**src/fbsc_pkg.sv**
```systemverilog
// constants and types shared by the fieldbus slave state control files
package fbsc_pkg;

	// timing
	localparam int CLK_NS = 50;
	localparam logic [31:0] TIME_STEP = 32'(CLK_NS);
	localparam int MS_NS = 1000000;
	localparam int TICK_CYC = (MS_NS + CLK_NS - 1) / CLK_NS;

	// command byte bit positions
	localparam int CMD_WR = 0;
	localparam int CMD_RD = 1;
	localparam int CMD_CFG = 2;

	// telegram header byte positions
	localparam logic [3:0] H_CMD = 4'h0;
	localparam logic [3:0] H_ADP0 = 4'h2;
	localparam logic [3:0] H_ADP1 = 4'h3;
	localparam logic [3:0] H_ADO0 = 4'h4;
	localparam logic [3:0] H_ADO1 = 4'h5;
	localparam logic [3:0] H_LEN0 = 4'h6;
	localparam logic [3:0] H_LEN1 = 4'h7;
	localparam logic [3:0] H_IRQ1 = 4'h9;
	localparam int LEN_MORE = 7;

	// node configuration space, byte offsets below CFG_TOP
	localparam logic [15:0] CFG_TOP = 16'h0010;
	localparam logic [3:0] C_STA0 = 4'h0;
	localparam logic [3:0] C_STA1 = 4'h1;
	localparam logic [3:0] C_STATE_REQ = 4'h2;
	localparam logic [3:0] C_FAULT = 4'h3;
	localparam logic [3:0] C_WDOG0 = 4'h4;
	localparam logic [3:0] C_WDOG1 = 4'h5;
	localparam logic [3:0] C_STATUS = 4'h6;
	localparam logic [3:0] C_DRIFT = 4'h7;
	localparam logic [3:0] C_OFS0 = 4'h8;
	localparam logic [3:0] C_OFS1 = 4'h9;
	localparam logic [3:0] C_OFS2 = 4'ha;
	localparam logic [3:0] C_OFS3 = 4'hb;
	localparam logic [3:0] C_TS0 = 4'hc;
	localparam int STATUS_ERR = 4;
	localparam int FAULT_ZERO_VEL = 0;
	localparam logic [15:0] FAULT_OBJ_INDEX = 16'h2011;
	localparam logic [7:0] FAULT_OBJ_SUB = 8'h06;
	localparam logic [31:0] RST_VALUE = 32'h0;

	// sync manager windows: addr[15:10] selects, addr[9:8] is the channel
	localparam logic [5:0] SM_HI = 6'h04;
	localparam logic [1:0] SM_MBX_OUT = 2'h0;
	localparam logic [1:0] SM_MBX_IN = 2'h1;
	localparam logic [1:0] SM_PD_OUT = 2'h2;
	localparam logic [1:0] SM_PD_IN = 2'h3;

	// state request and status codes
	localparam logic [7:0] REQ_INIT = 8'h01;
	localparam logic [7:0] REQ_PREOP = 8'h02;
	localparam logic [7:0] REQ_BOOT = 8'h03;
	localparam logic [7:0] REQ_SAFEOP = 8'h04;
	localparam logic [7:0] REQ_OP = 8'h08;

	// emergency codes
	localparam logic [7:0] EMCY_DRIVE = 8'h01;
	localparam logic [7:0] EMCY_WDOG = 8'h02;
	localparam logic [7:0] EMCY_STATE = 8'h03;

	// forwarding buffer
	localparam int FIFO_W = 9;
	localparam int FIFO_D = 16;

	typedef enum logic [1:0] {ST_INIT, ST_PREOP, ST_SAFEOP, ST_OP} fbsc_state_t;
	typedef enum logic [2:0] {P_HDR, P_DATA, P_WKC0, P_WKC1, P_SKIP} fbsc_parse_t;

endpackage

```
**src/fbsc_fifo.sv**
```systemverilog
// forwarding fifo with registered output stage
`timescale 1ns/100ps
`default_nettype none
module fbsc_fifo #(
	parameter int W = 9,
	parameter int D = 16
) (
	// clock and reset
	input wire logic clk,
	input wire logic reset,
	// fill side
	input wire logic in_valid,
	input wire logic [W-1:0] in_data,
	output wire logic in_ready,
	// drain side
	output wire logic out_valid,
	output wire logic [W-1:0] out_data,
	input wire logic out_ready
);

	localparam int AW = $clog2(D);

	typedef struct packed {
		logic [D-1:0][W-1:0] mem;
		logic [AW-1:0] wp;
		logic [AW-1:0] rp;
		logic [AW:0] cnt;
		logic rdy;
		logic ov;
		logic [W-1:0] od;
	} fbsc_fifo_t;

	fbsc_fifo_t q;
	fbsc_fifo_t n;
	logic push;
	logic load;

	////////////////////////////////////////////////////////////////////////
	always_comb begin
		n = q;
		push = in_valid & q.rdy;
		load = (q.cnt != '0) & (~q.ov | out_ready);
		if (q.ov & out_ready) begin
			n.ov = 1'b0;
		end
		if (load) begin
			n.od = q.mem[q.rp];
			n.ov = 1'b1;
			n.rp = q.rp + AW'(1);
		end
		if (push) begin
			n.mem[q.wp] = in_data;
			n.wp = q.wp + AW'(1);
		end
		n.cnt = q.cnt + (AW+1)'(push) - (AW+1)'(load);
		// ready is a flop so the upstream sees back-pressure without a path
		n.rdy = n.cnt < (AW+1)'(D);
	end

	always_ff @(posedge clk) begin
		if (reset) begin
			q <= '0;
			q.rdy <= 1'b1;
		end else begin
			q <= n;
		end
	end

	assign in_ready = q.rdy;
	assign out_valid = q.ov;
	assign out_data = q.od;

endmodule
`default_nettype wire

```
**src/fbsc_slave.sv**
```systemverilog
// fieldbus slave: on-the-fly telegram processing and state control
`timescale 1ns/100ps
`default_nettype none
// Function
// edit passing frame bytes, forward them quickly
// last node sends frame back
// sixteen bit addresses cover whole population
// answer position address, increment while passing
// answer only programmed station address
// parse header, data, counter; chained telegrams
// count only addressed telegrams with exchange
// four channels, committed per complete telegram
// output watchdog drops Operational to Safe
// fault flag picks passive or zero velocity
// start Init, move only on request
// bootstrap requests are refused
// Init: no mailbox, no process data
// Pre-operational: mailbox only
// Safe-operational: inputs sent, outputs refused
// master enables outputs via Operational
// master configures before Safe-operational
// emergency message on module or drive fault; code sends no EMCY_DRIVE in a cycle that raises EMCY_WDOG or EMCY_STATE
// cyclic process data, acyclic mailbox data
// network write latches local time stamp
// apply written offset plus drift correction
// master picks the reference clock
// refuse skipping or unknown transitions
module fbsc_slave #(
	parameter int TICK_CYC = fbsc_pkg::TICK_CYC
) (
	// clock and reset
	input wire logic clk,
	input wire logic reset,
	// frame in from upstream port
	input wire logic rx_valid,
	input wire logic [7:0] rx_data,
	input wire logic rx_last,
	output wire logic rx_ready,
	// frame out, forward or return
	input wire logic out_link_up,
	output wire logic fwd_valid,
	input wire logic fwd_ready,
	output wire logic ret_valid,
	input wire logic ret_ready,
	output wire logic [7:0] tx_data,
	output wire logic tx_last,
	// application memory
	output wire logic app_wr_valid,
	output wire logic [1:0] app_wr_chan,
	output wire logic [7:0] app_wr_addr,
	output wire logic [7:0] app_wr_data,
	output wire logic [1:0] app_rd_chan,
	output wire logic [7:0] app_rd_addr,
	input wire logic [7:0] app_rd_data,
	output wire logic [3:0] sm_commit,
	// state, drive and time
	output wire fbsc_pkg::fbsc_state_t al_state,
	input wire logic drive_fault,
	output wire logic drive_passive,
	output wire logic drive_zero_vel,
	output wire logic emcy_valid,
	output wire logic [7:0] emcy_code,
	output wire logic [31:0] sys_time
);

	typedef struct packed {
		logic [2:0] sync;
		logic fault_st;
		fbsc_pkg::fbsc_state_t st;
		logic err;
		fbsc_pkg::fbsc_parse_t pst;
		logic [3:0] hc;
		logic [7:0] cmd;
		logic [7:0] adp0;
		logic carry;
		logic hit;
		logic [7:0] len0;
		logic more;
		logic [10:0] dcnt;
		logic [15:0] addr;
		logic xchg;
		logic [3:0] touch;
		logic [3:0] commit;
		logic [15:0][7:0] cfg;
		logic [31:0] ts;
		logic [31:0] local_t;
		logic [31:0] corr;
		logic [31:0] sys_t;
		logic [31:0] tick;
		logic [15:0] wd;
		logic passive;
		logic zero_vel;
		logic emcy_v;
		logic [7:0] emcy_c;
		logic wr_v;
		logic [1:0] wr_ch;
		logic [7:0] wr_a;
		logic [7:0] wr_d;
		logic fv;
		logic rv;
		logic ret;
		logic mid;
		logic [7:0] od;
		logic ol;
	} fbsc_slave_t;

	fbsc_slave_t q;
	fbsc_slave_t n;
	logic fire;
	logic [7:0] ob;
	logic [7:0] rb;
	logic [2:0] tr;
	logic in_cfg;
	logic in_sm;
	logic [1:0] ch;
	logic [3:0] ci;
	logic do_wr;
	logic do_rd;
	logic tick_now;
	logic busy;
	logic f_valid;
	logic [8:0] f_data;
	logic f_rdy;
	logic route;

	////////////////////////////////////////////////////////////////////////
	// bootstrap and unknown codes fall to default and are refused
	function automatic logic [2:0] fbsc_trans(
		input fbsc_pkg::fbsc_state_t cur,
		input logic [7:0] req
	);
		logic ok;
		fbsc_pkg::fbsc_state_t nx;
		ok = 1'b0;
		nx = cur;
		case (req)
			fbsc_pkg::REQ_INIT: begin
				ok = 1'b1;
				nx = fbsc_pkg::ST_INIT;
			end
			fbsc_pkg::REQ_PREOP: begin
				ok = 1'b1;
				nx = fbsc_pkg::ST_PREOP;
			end
			fbsc_pkg::REQ_SAFEOP: begin
				ok = cur != fbsc_pkg::ST_INIT;
				nx = ok ? fbsc_pkg::ST_SAFEOP : cur;
			end
			fbsc_pkg::REQ_OP: begin
				ok = (cur == fbsc_pkg::ST_SAFEOP) || (cur == fbsc_pkg::ST_OP);
				nx = ok ? fbsc_pkg::ST_OP : cur;
			end
			default: begin
				ok = 1'b0;
			end
		endcase
		return {ok, nx};
	endfunction

	function automatic logic [7:0] fbsc_code(input fbsc_pkg::fbsc_state_t s);
		case (s)
			fbsc_pkg::ST_PREOP: return fbsc_pkg::REQ_PREOP;
			fbsc_pkg::ST_SAFEOP: return fbsc_pkg::REQ_SAFEOP;
			fbsc_pkg::ST_OP: return fbsc_pkg::REQ_OP;
			default: return fbsc_pkg::REQ_INIT;
		endcase
	endfunction

	////////////////////////////////////////////////////////////////////////
	always_comb begin
		n = q;
		ob = rx_data;
		rb = 8'h00;
		tr = 3'h0;
		fire = rx_valid & rx_ready;
		in_cfg = q.addr < fbsc_pkg::CFG_TOP;
		in_sm = q.addr[15:10] == fbsc_pkg::SM_HI;
		ch = q.addr[9:8];
		ci = q.addr[3:0];
		do_wr = 1'b0;
		do_rd = 1'b0;
		n.sync = {q.sync[1:0], drive_fault};
		if (q.sync[1] == q.sync[2]) begin
			n.fault_st = q.sync[2];
		end
		n.emcy_v = 1'b0;
		n.wr_v = 1'b0;
		n.commit = 4'h0;
		// time base with master offset and per-ms drift step
		n.local_t = q.local_t + fbsc_pkg::TIME_STEP;
		n.sys_t = q.local_t + q.corr;
		tick_now = q.tick == 32'(TICK_CYC - 1);
		n.tick = tick_now ? 32'h0 : q.tick + 32'h1;
		if (tick_now) begin
			n.corr = q.corr + {{24{q.cfg[fbsc_pkg::C_DRIFT][7]}},
				q.cfg[fbsc_pkg::C_DRIFT]};
			if (q.st == fbsc_pkg::ST_OP) begin
				n.wd = q.wd + 16'h1;
			end
		end

		if (fire) begin
			case (q.pst)
				fbsc_pkg::P_HDR: begin
					n.hc = q.hc + 4'h1;
					case (q.hc)
						fbsc_pkg::H_CMD: begin
							n.cmd = rx_data;
						end
						fbsc_pkg::H_ADP0: begin
							n.adp0 = rx_data;
							n.carry = rx_data == 8'hff;
							if (!q.cmd[fbsc_pkg::CMD_CFG]) begin
								ob = rx_data + 8'h01;
							end
						end
						fbsc_pkg::H_ADP1: begin
							if (q.cmd[fbsc_pkg::CMD_CFG]) begin
								n.hit = {rx_data, q.adp0} ==
									{q.cfg[fbsc_pkg::C_STA1],
									q.cfg[fbsc_pkg::C_STA0]};
							end else begin
								ob = rx_data + {7'h00, q.carry};
								n.hit = {rx_data, q.adp0} == 16'h0000;
							end
						end
						fbsc_pkg::H_ADO0: begin
							n.addr[7:0] = rx_data;
						end
						fbsc_pkg::H_ADO1: begin
							n.addr[15:8] = rx_data;
						end
						fbsc_pkg::H_LEN0: begin
							n.len0 = rx_data;
						end
						fbsc_pkg::H_LEN1: begin
							n.dcnt = {rx_data[2:0], q.len0};
							n.more = rx_data[fbsc_pkg::LEN_MORE];
						end
						fbsc_pkg::H_IRQ1: begin
							n.hc = 4'h0;
							n.xchg = 1'b0;
							n.pst = (q.dcnt == 11'h000) ? fbsc_pkg::P_WKC0 :
								fbsc_pkg::P_DATA;
						end
						default: begin
						end
					endcase
				end
				fbsc_pkg::P_DATA: begin
					// mailbox from Pre-op, outputs only in Op, inputs from Safe-op
					do_wr = q.hit & q.cmd[fbsc_pkg::CMD_WR] & (in_cfg | in_sm &
						((ch == fbsc_pkg::SM_MBX_OUT && q.st != fbsc_pkg::ST_INIT) ||
						(ch == fbsc_pkg::SM_PD_OUT && q.st == fbsc_pkg::ST_OP)));

					do_rd = q.hit & q.cmd[fbsc_pkg::CMD_RD] & (in_cfg | in_sm &
						((ch == fbsc_pkg::SM_MBX_IN && q.st != fbsc_pkg::ST_INIT) ||
						(ch == fbsc_pkg::SM_PD_IN &&
						(q.st == fbsc_pkg::ST_SAFEOP || q.st == fbsc_pkg::ST_OP))));

					if (ci == fbsc_pkg::C_STATUS) begin
						rb = fbsc_code(q.st);
						rb[fbsc_pkg::STATUS_ERR] = q.err;
					end else if (ci >= fbsc_pkg::C_TS0) begin
						// stamp bytes are aligned so ci[1:0] is the byte lane
						rb = q.ts[{ci[1:0], 3'b000} +: 8];
					end else begin
						rb = q.cfg[ci];
					end
					if (do_rd) begin
						ob = in_cfg ? rb : app_rd_data;
					end
					if (do_wr & in_cfg) begin
						if (ci == fbsc_pkg::C_STATE_REQ) begin
							n.cfg[ci] = rx_data;
							tr = fbsc_trans(q.st, rx_data);
							if (tr[2]) begin
								n.st = fbsc_pkg::fbsc_state_t'(tr[1:0]);
								n.err = 1'b0;
								if (tr[1:0] == 2'(fbsc_pkg::ST_OP) &&
									q.st != fbsc_pkg::ST_OP) begin
									n.wd = 16'h0000;
									n.passive = 1'b0;
									n.zero_vel = 1'b0;
								end
							end else begin
								n.err = 1'b1;
								n.emcy_v = 1'b1;
								n.emcy_c = fbsc_pkg::EMCY_STATE;
							end
						end else if (ci == fbsc_pkg::C_TS0) begin
							n.ts = q.local_t;
						end else if (ci != fbsc_pkg::C_STATUS && ci < fbsc_pkg::C_TS0) begin
							n.cfg[ci] = rx_data;
						end
						if (ci == fbsc_pkg::C_OFS3) begin
							n.corr = {rx_data, q.cfg[fbsc_pkg::C_OFS2],
								q.cfg[fbsc_pkg::C_OFS1], q.cfg[fbsc_pkg::C_OFS0]};

						end
					end
					if (do_wr & in_sm) begin
						n.wr_v = 1'b1;
						n.wr_ch = ch;
						n.wr_a = q.addr[7:0];
						n.wr_d = rx_data;
					end
					if ((do_wr | do_rd) & in_sm) begin
						n.touch[ch] = 1'b1;
					end
					if (do_wr | do_rd) begin
						n.xchg = 1'b1;
					end
					n.addr = q.addr + 16'h0001;
					n.dcnt = q.dcnt - 11'h001;
					if (q.dcnt == 11'h001) begin
						n.pst = fbsc_pkg::P_WKC0;
					end
				end
				fbsc_pkg::P_WKC0: begin
					ob = rx_data + {7'h00, q.xchg};
					n.carry = q.xchg & (rx_data == 8'hff);
					n.pst = fbsc_pkg::P_WKC1;
				end
				fbsc_pkg::P_WKC1: begin
					ob = rx_data + {7'h00, q.carry};
					// buffers change hands only once the telegram is whole
					n.commit = q.touch;
					n.touch = 4'h0;
					if (q.touch[fbsc_pkg::SM_PD_OUT]) begin
						n.wd = 16'h0000;
					end
					n.pst = q.more ? fbsc_pkg::P_HDR : fbsc_pkg::P_SKIP;
				end
				fbsc_pkg::P_SKIP: begin
				end
				default: begin
					n.pst = fbsc_pkg::P_HDR;
				end
			endcase
			// a truncated telegram is dropped without committing
			if (rx_last) begin
				n.pst = fbsc_pkg::P_HDR;
				n.hc = 4'h0;
				n.touch = 4'h0;
			end
		end

		// watchdog after the parser so it sees a same-cycle request
		if (n.st == fbsc_pkg::ST_OP &&
			{q.cfg[fbsc_pkg::C_WDOG1], q.cfg[fbsc_pkg::C_WDOG0]} != 16'h0000 &&
			n.wd >= {q.cfg[fbsc_pkg::C_WDOG1], q.cfg[fbsc_pkg::C_WDOG0]}) begin
			n.st = fbsc_pkg::ST_SAFEOP;
			n.wd = 16'h0000;
			n.zero_vel = q.cfg[fbsc_pkg::C_FAULT][fbsc_pkg::FAULT_ZERO_VEL];
			n.passive = ~q.cfg[fbsc_pkg::C_FAULT][fbsc_pkg::FAULT_ZERO_VEL];
			n.emcy_v = 1'b1;
			n.emcy_c = fbsc_pkg::EMCY_WDOG;
		end else if (n.fault_st & ~q.fault_st & ~n.emcy_v) begin
			n.emcy_v = 1'b1;
			n.emcy_c = fbsc_pkg::EMCY_DRIVE;
		end

		// output stage, route fixed for the whole frame
		busy = q.fv | q.rv;
		if (busy & (q.ret ? ret_ready : fwd_ready)) begin
			n.fv = 1'b0;
			n.rv = 1'b0;
		end
		f_rdy = ~busy | (q.ret ? ret_ready : fwd_ready);
		route = q.mid ? q.ret : ~out_link_up;
		if (f_valid & f_rdy) begin
			n.ret = route;
			n.fv = ~route;
			n.rv = route;
			n.od = f_data[7:0];
			n.ol = f_data[8];
			n.mid = ~f_data[8];
		end
	end

	always_ff @(posedge clk) begin
		if (reset) begin
			q <= '0;
		end else begin
			q <= n;
		end
	end

	////////////////////////////////////////////////////////////////////////
	// the short fifo keeps the pass-through delay far under 4 us
	fbsc_fifo #(
		.W(fbsc_pkg::FIFO_W),
		.D(fbsc_pkg::FIFO_D)
	) u_fifo (
		.clk(clk),
		.reset(reset),
		.in_valid(rx_valid),
		.in_data({rx_last, ob}),
		.in_ready(rx_ready),
		.out_valid(f_valid),
		.out_data(f_data),
		.out_ready(f_rdy)
	);

	assign fwd_valid = q.fv;
	assign ret_valid = q.rv;
	assign tx_data = q.od;
	assign tx_last = q.ol;
	assign app_wr_valid = q.wr_v;
	assign app_wr_chan = q.wr_ch;
	assign app_wr_addr = q.wr_a;
	assign app_wr_data = q.wr_d;
	assign app_rd_chan = q.addr[9:8];
	assign app_rd_addr = q.addr[7:0];
	assign sm_commit = q.commit;
	assign al_state = q.st;
	assign drive_passive = q.passive;
	assign drive_zero_vel = q.zero_vel;
	assign emcy_valid = q.emcy_v;
	assign emcy_code = q.emcy_c;
	assign sys_time = q.sys_t;

endmodule
`default_nettype wire

```
**config.mk**
```make
export PLATFORM = sky130hd
export DESIGN_NAME = fbsc_slave
export DESIGN_NICKNAME = d
export VERILOG_FILES = /design/src/fbsc_pkg.sv /design/src/fbsc_fifo.sv /design/src/fbsc_slave.sv
export SDC_FILE = /design/constraint.sdc
export NUM_CORES = 1
export LEC_CHECK = 0
export BUFFER_PORTS_ARGS = -buffer_cell sky130_fd_sc_hd__buf_4
export CORE_MARGIN = 5
export CORE_UTILIZATION = 56
export CTS_CLUSTER_SIZE = 24
export DETAILED_ROUTE_END_ITERATION = 7
export GPL_TIMING_DRIVEN = 0
export PLACE_DENSITY = 0.88
export SETUP_SLACK_MARGIN = 0.2
export SLEW_MARGIN = 15
export SYNTH_ARGS = -nofsm -noshare
export SYNTH_HDL_FRONTEND = slang
export SYNTH_SLANG_ARGS = --single-unit
```
**constraint.sdc**
```tcl
create_clock -name clk -period 4.1 [get_ports clk]
set_clock_uncertainty 0.1 [all_clocks]
set_input_delay 0.205 -clock clk [delete_from_list [all_inputs] [get_ports clk]]
set_output_delay 0.205 -clock clk [all_outputs]
set_load 0.05 [all_outputs]
```
# Word level (Yosys, flattened, before mapping)
# Index checks and enable logic that the tools add are counted.
dict set report totals {
  ff_bits 586
  in_bits 24
  output_inout_bits 90
  elab_cells 356
}
dict set report classes {
  n_addsub 15
  n_lt_le_gt_ge 12
  eq_ne 48
  shifts 1
  n_mux 99
  bitwise 35
  n_reduce_logical 68
}
# operator count
set ops {}
lappend ops {{two-way mux 128 bit} 3}
lappend ops {{two-way mux 160 bit} 2}
lappend ops {{two-way mux 233 bit} 1}
lappend ops {{two-way mux 32 bit} 7}
lappend ops {{bitwise mux 144 bit} 1}
lappend ops {{bitwise mux 128 bit} 1}
lappend ops {{two-way mux 8 bit} 13}
lappend ops {{adder 32 bit} 2}
lappend ops {{one-hot mux 28 bit (2 select lines)} 1}
lappend ops {{two-way mux 27 bit} 2}
lappend ops {{two-way mux 9 bit} 6}
lappend ops {{two-way mux 16 bit} 3}
lappend ops {{two-way mux 46 bit} 1}
lappend ops {{binary-select mux 9 bit (select 4 bit)} 1}
lappend ops {{demux 9 bit (select 4 bit)} 1}
lappend ops {{two-way mux 18 bit} 2}
lappend ops {{nonzero test 2 bit} 17}
lappend ops {{AND reduction 3 bit} 11}
lappend ops {{adder 16 x 1 -> 16 bit, second input constant} 2}
lappend ops {{adder 32 x 1 -> 32 bit, second input constant} 1}
lappend ops {{adder 32 x 6 -> 32 bit, second input constant} 1}
lappend ops {{binary-select mux 8 bit (select 4 bit)} 1}
lappend ops {{demux 8 bit (select 4 bit)} 1}
lappend ops {{equality test 32 x 15 -> 1 bit, second input constant} 1}
lappend ops {{80 further kinds} 196}

# Logic depth before layout (Yosys ltp)
dict set report depth {
  ltp_word 22
  depth_mapped 22
  mapped_depth_nobuf 21
}

# Hierarchy
# A second synthesis with hierarchy kept.
dict set report hier_totals {
  cells_unflattened 3416
  hier_area_um2 28646.2
}
# mod n_inst cells_each area_per_inst_um2 seq_area_each_um2
set modules_own_cells {}
lappend modules_own_cells {fbsc_slave 1 2598 21191.6 7587.3}
lappend modules_own_cells {fbsc_fifo 1 818 7454.6 3363.2}

# Worst setup path before layout
# No wires, ideal clock.
dict set report synth_path {
  path_kind {reg-to-reg}
  start {register q (netlist bit app_rd_addr[0])}
  end {register q (netlist bit emcy_code[0])}
  setup_time_ps 74
  arrival_time_ps 4067
  required_time_ps 3926
  setup_slack_ps -141
  stages_incl_launch_ff 22
  n_path_buf 5
  synth_period_minus_slack_ps 4241
  path_cell_list {dfxtp_1 > buf_4 > buf_4 > buf_4 > inv_1 > ha_1 > nand4_1 > nor3_1 > a32oi_1 > nor3_1 > clkbuf_1 > nor2_1 > ha_1 > a21o_1 > a21o_1 > a211o_1 > a21oi_1 > o21ai_0 > a21oi_1 > o21ai_4 > buf_8 > a31oi_1}
}
dict set report synth_via {
  elab_chain_cells 11
  word_cells_on_any_way 28
  classes_between {2 x order compare; 3 x eq/ne; 10 x mux; 5 x bitwise; 8 x reduce/logical}
}
# item line
set synth_lines {}
lappend synth_lines {{from (decl)} fbsc_slave.sv:107} ;# fbsc_slave_t q;
lappend synth_lines {{from (signal assigned)} fbsc_slave.sv:386} ;# q <= n;
lappend synth_lines {{branches (longest 11 deep; another with < comparator 16 x 5 -> 1 bit)} n/a}
# Parallel ways; which one is timed is not known. The select of a mux whose other input is x is not followed.
# A chain may end at the register's enable or synchronous reset.

# Worst setup path after layout
dict set report layout_path {
  start {register q[60] (netlist bit)}
  end {register q (netlist bit emcy_code[0])}
}
dict set report layout_via {
  elab_chain_cells 11
  word_cells_on_any_way 12
  classes_between {1 x order compare; 1 x eq/ne; 8 x mux; 2 x reduce/logical}
}
# item line
set layout_lines {}
lappend layout_lines {{equality test 32 x 15 -> 1 bit (*)} fbsc_slave.sv:192} ;# tick_now = q.tick == 32'(TICK_CYC - 1);
lappend layout_lines {{two-way mux 16 bit (*)} fbsc_slave.sv:194} ;# if (tick_now) begin
lappend layout_lines {{two-way mux 18 bit} fbsc_slave.sv:280} ;# if (tr[1:0] == 2'(fbsc_pkg::ST_OP) &&
lappend layout_lines {{two-way mux 18 bit} fbsc_slave.sv:277} ;# if (tr[2]) begin
lappend layout_lines {{two-way mux 27 bit} fbsc_slave.sv:274} ;# if (ci == fbsc_pkg::C_STATE_REQ) begin
lappend layout_lines {{two-way mux 27 bit} fbsc_slave.sv:273} ;# if (do_wr & in_cfg) begin
lappend layout_lines {{one-hot mux 16 bit (2 select lines)} fbsc_slave.sv:203} ;# case (q.pst)
lappend layout_lines {{two-way mux 46 bit (*)} fbsc_slave.sv:202} ;# if (fire) begin
lappend layout_lines {{greater-or-equal comparator 16 bit (*)} fbsc_slave.sv:352} ;# n.wd >= {q.cfg[fbsc_pkg::C_WDOG1], q.cfg[fbsc_pkg::C_WDOG0]}) begin
lappend layout_lines {{logical AND 1 bit (*)} fbsc_slave.sv:351} ;# {q.cfg[fbsc_pkg::C_WDOG1], q.cfg[fbsc_pkg::C_WDOG0]} != 16'h0000 &&
lappend layout_lines {{OR reduction 2 bit (no source line) (*)} n/a}
# Every way passes the cells marked *; elsewhere a longest branch is shown, timed or not. The select of a mux whose other input is x is not followed.

==> metrics <==
clock slew at reported path FFs=70 ps; row count=82; final slew viol count=0; Post-layout nets=3,652; Clock Tree Buf Depth=3; worst path cell trace=ha_4, and4_4, nand3_2, or4_4, buf_6, nor2_4, xnor2_2, or2_4, ha_1, nand2b_1, a21o_1, a21o_1, a211o_1, a21oi_2, o21ai_2, a21oi_2, o21ai_4, buf_8, a31oi_1; GRT Util Overall=0.316; worst r2r src=q[60]; Slew @ Worst Pin=1170 ps; Critical Path End Type=flip-flop; chip height=235 um; H-tree depth=2; asr flop ratio synth=0; Initial Util=0.565; final hold vios=0; Die Wd=235 um; power per cell area=396 nW/um2; fin crit period=4060 ps; WL final=92.5 mm; maximum fanout along the worst path=5; most frequent cells in the layout=538 x dfxtp_1, 455 x nor2_1, 376 x nand2_1, 280 x a21oi_1, 228 x buf_4; origin of the worst min-delay path=rx_last; total CTS buffers=55; Die Area=55,100 um2; Fin Setup TNS=0 ps; r2r endpoint=emcy_code[0]; slowest CP cell=or4_4; vias in the first global route=25,504; Post-synth EDFFs=0; Peak VDD IR=0.000380 V; # setup viols final=0; Req. time, crit path=4540 ps; layout cell share with drive strength beyond 1=0.150; post-DR wirelength/cell=21.8 um; cells after synthesis=3,304; maximum number of pins on one net before global-route repair=28; crit start category=flip-flop; Worst R2R Setup Slack=40 ps; Lkg Pwr=12.4 nW; Slowest Stage Delay on Critical Path=540 ps; hold slack=40.8 ps; relative slew slack=0.222; drt pass-1 iters=8; commonest non-fill, non-tap cell in the layout=dfxtp_1; drt drc=0; PortBufs=102; worst min-delay path endpoint=q[413]; syn_area_per_cell=8.57 um2; routed vias=26,578; type of the worst setup path=flip-flop to flip-flop; worst hold path class=input port to flip-flop; initial antenna violation count=3; fin util=0.655; dpl hpwl=64.7 mm; global route overflow=0; P&R area growth vs syn=15.9%; CTS tree=done; vias per cell=6.27; Synth cell types=85; DRT iter0 DRCs=3,231; Worst-Skew Late Latency=640 ps; Worst Path Arrival=4500 ps; post-route ant nets=0; Worst Hold Path Cells=4; Clock Tree Root=clkbuf_16; Sink Count=547; sequential share of the synthesized area=0.387; Synth Register Bits=547; outcome=finished clean; number of max-cap violations=0; fmax=0.246 GHz; Core Area=50,100 um2; io pins=114; period utilisation layout=0.990; ys flop type=dfxtp_1; first-pass GRT wire length=142 mm; Yosys Warn Count=0; RSZ-0062 raised after global routing=yes; Mapped Area=28,300 um2; Final GP Congestion=1.04; reg2reg path depth=19
-- worst max-delay path by stage --
stage          cells after the start            to  slack [ps]            from
6_report                          19  emcy_code[0]          40           q[60]
3_3_place_gp                      23  emcy_code[0]       -1210      rx_data[0]
3_5_place_dp                      22  emcy_code[0]       -1200      rx_data[0]
5_1_grt                           19  emcy_code[1]        -170           q[60]
2_1_floorplan                     21  emcy_code[0]         210  app_rd_addr[0]
4_1_cts                           19  emcy_code[0]          50           q[59]
-- through the flow --
step	cells	setup slack (ps)	total power, mW	area, um2
6_report	4236	42.4	13.0	32800
3_5_place_dp	4083	-1200	7.30	30000
4_1_cts	4228	51.5	12.9	32700
5_1_grt	4235	-172	13.3	32800
2_1_floorplan	3309	208	6.82	28400
3_3_place_gp	4083	-1210	7.27	30000
-- worst max-delay path, delay by kind of cell (launching register included) --
kind,cells,cell delay (ps)
and+or+nand+nor,6,1410
AOI/OAI and AO/OA,8,1240
adders and majority gates,2,400
DFF,1,360
buffers and inverters,2,340
xor gates and xnor gates,1,110
-- power by group --
group | total, mW | switching (mW) | internal (mW) | leakage [nW]
combinational | 1.74 | 1.12 | 0.625 | 7.02
sequential | 5.55 | 0.102 | 5.45 | 4.42
clock | 5.68 | 2.30 | 3.38 | 0.999
total | 13.0 | 3.52 | 9.45 | 12.4
-- routing by layer --
layer	routed length, um	global-route usage	part of all wire	up-vias
met5	32	0	0.00035	-
met4	6760	0.192	0.073	4
met3	10700	0.0879	0.12	450
met2	40100	0.488	0.43	1703
met1	34900	0.396	0.38	12443
li1	-	-	-	11978
-- cell type report --
type | instances | area (um2)
fill | 3973 | 17300
multi-input combinational | 2402 | 15900
sequential | 547 | 11000
buffer | 295 | 1560
clock buffer | 70 | 1540
timing repair buffer | 154 | 1230
tap | 672 | 841
clock inverter | 30 | 487
inverter | 65 | 255
antenna | 1 | 2.50
-- synth_stat cells, types with 6 or more instances --
master	instances	area, um2
a21o_1	35	263
buf_1	16	60.1
and4_1	8	70.1
nand4_1	27	169
clkbuf_1	169	634
o211ai_1	9	67.6
buf_4	89	668
xor2_1	79	692
ha_1	105	1310
and2_1	18	113
a211oi_1	123	923
mux2_2	7	78.8
nor4_1	20	125
nor3_2	11	110
mux2i_1	134	1340
nand2_1	377	1420
mux4_2	78	1760
nor2_1	460	1730
a31oi_1	20	125
o31ai_1	7	52.6
or3_1	17	106
o21ai_0	115	576
buf_2	19	95.1
a21oi_1	282	1410
o21a_1	18	135
a221oi_1	6	52.6
a22oi_1	17	128
and3_1	35	219
inv_1	64	240
xnor2_1	59	517
dfxtp_1	547	11000
nand3_1	107	536
nor2b_1	37	231
nor3_1	59	295
nand2b_1	20	125
-- registers in the layout, summed over array words and instances, names as in the netlist, 4 cells and up --
register / count
app_rd_addr: 8
app_wr_addr: 8
app_wr_data: 8
q: 294
sm_commit: 4
sys_time: 32
tx_data: 8
u_fifo.out_data: 9
u_fifo.q: 157
-- timing repair --
| action | in CTS | in global routing |
|---|---|---|
| hold endpoints to repair | 6 | 0 |
| pin swaps | 29 | 10 |
| hold buffers | 7 | 0 |
| gates resized for setup | 65 | 25 |
| setup endpoints to repair | 77 | 63 |
| cloned | 1 | 0 |
| setup buffers | 37 | 7 |
-- cell families after synthesis --
| kind of cell | after synthesis | synth area share |
|---|---|---|
| XOR/XNOR | 138 | 0.0427 |
| AO/OA/AOI/OAI | 703 | 0.154 |
| flip-flops | 547 | 0.387 |
| multiplexers | 219 | 0.112 |
| other | 1 | 0.000133 |
| AND/OR/NAND/NOR | 1228 | 0.195 |
| buffers and inverters | 360 | 0.0611 |
| adder cells (fa/ha/maj) | 108 | 0.0485 |
Power figures use the tool's default switching activity.
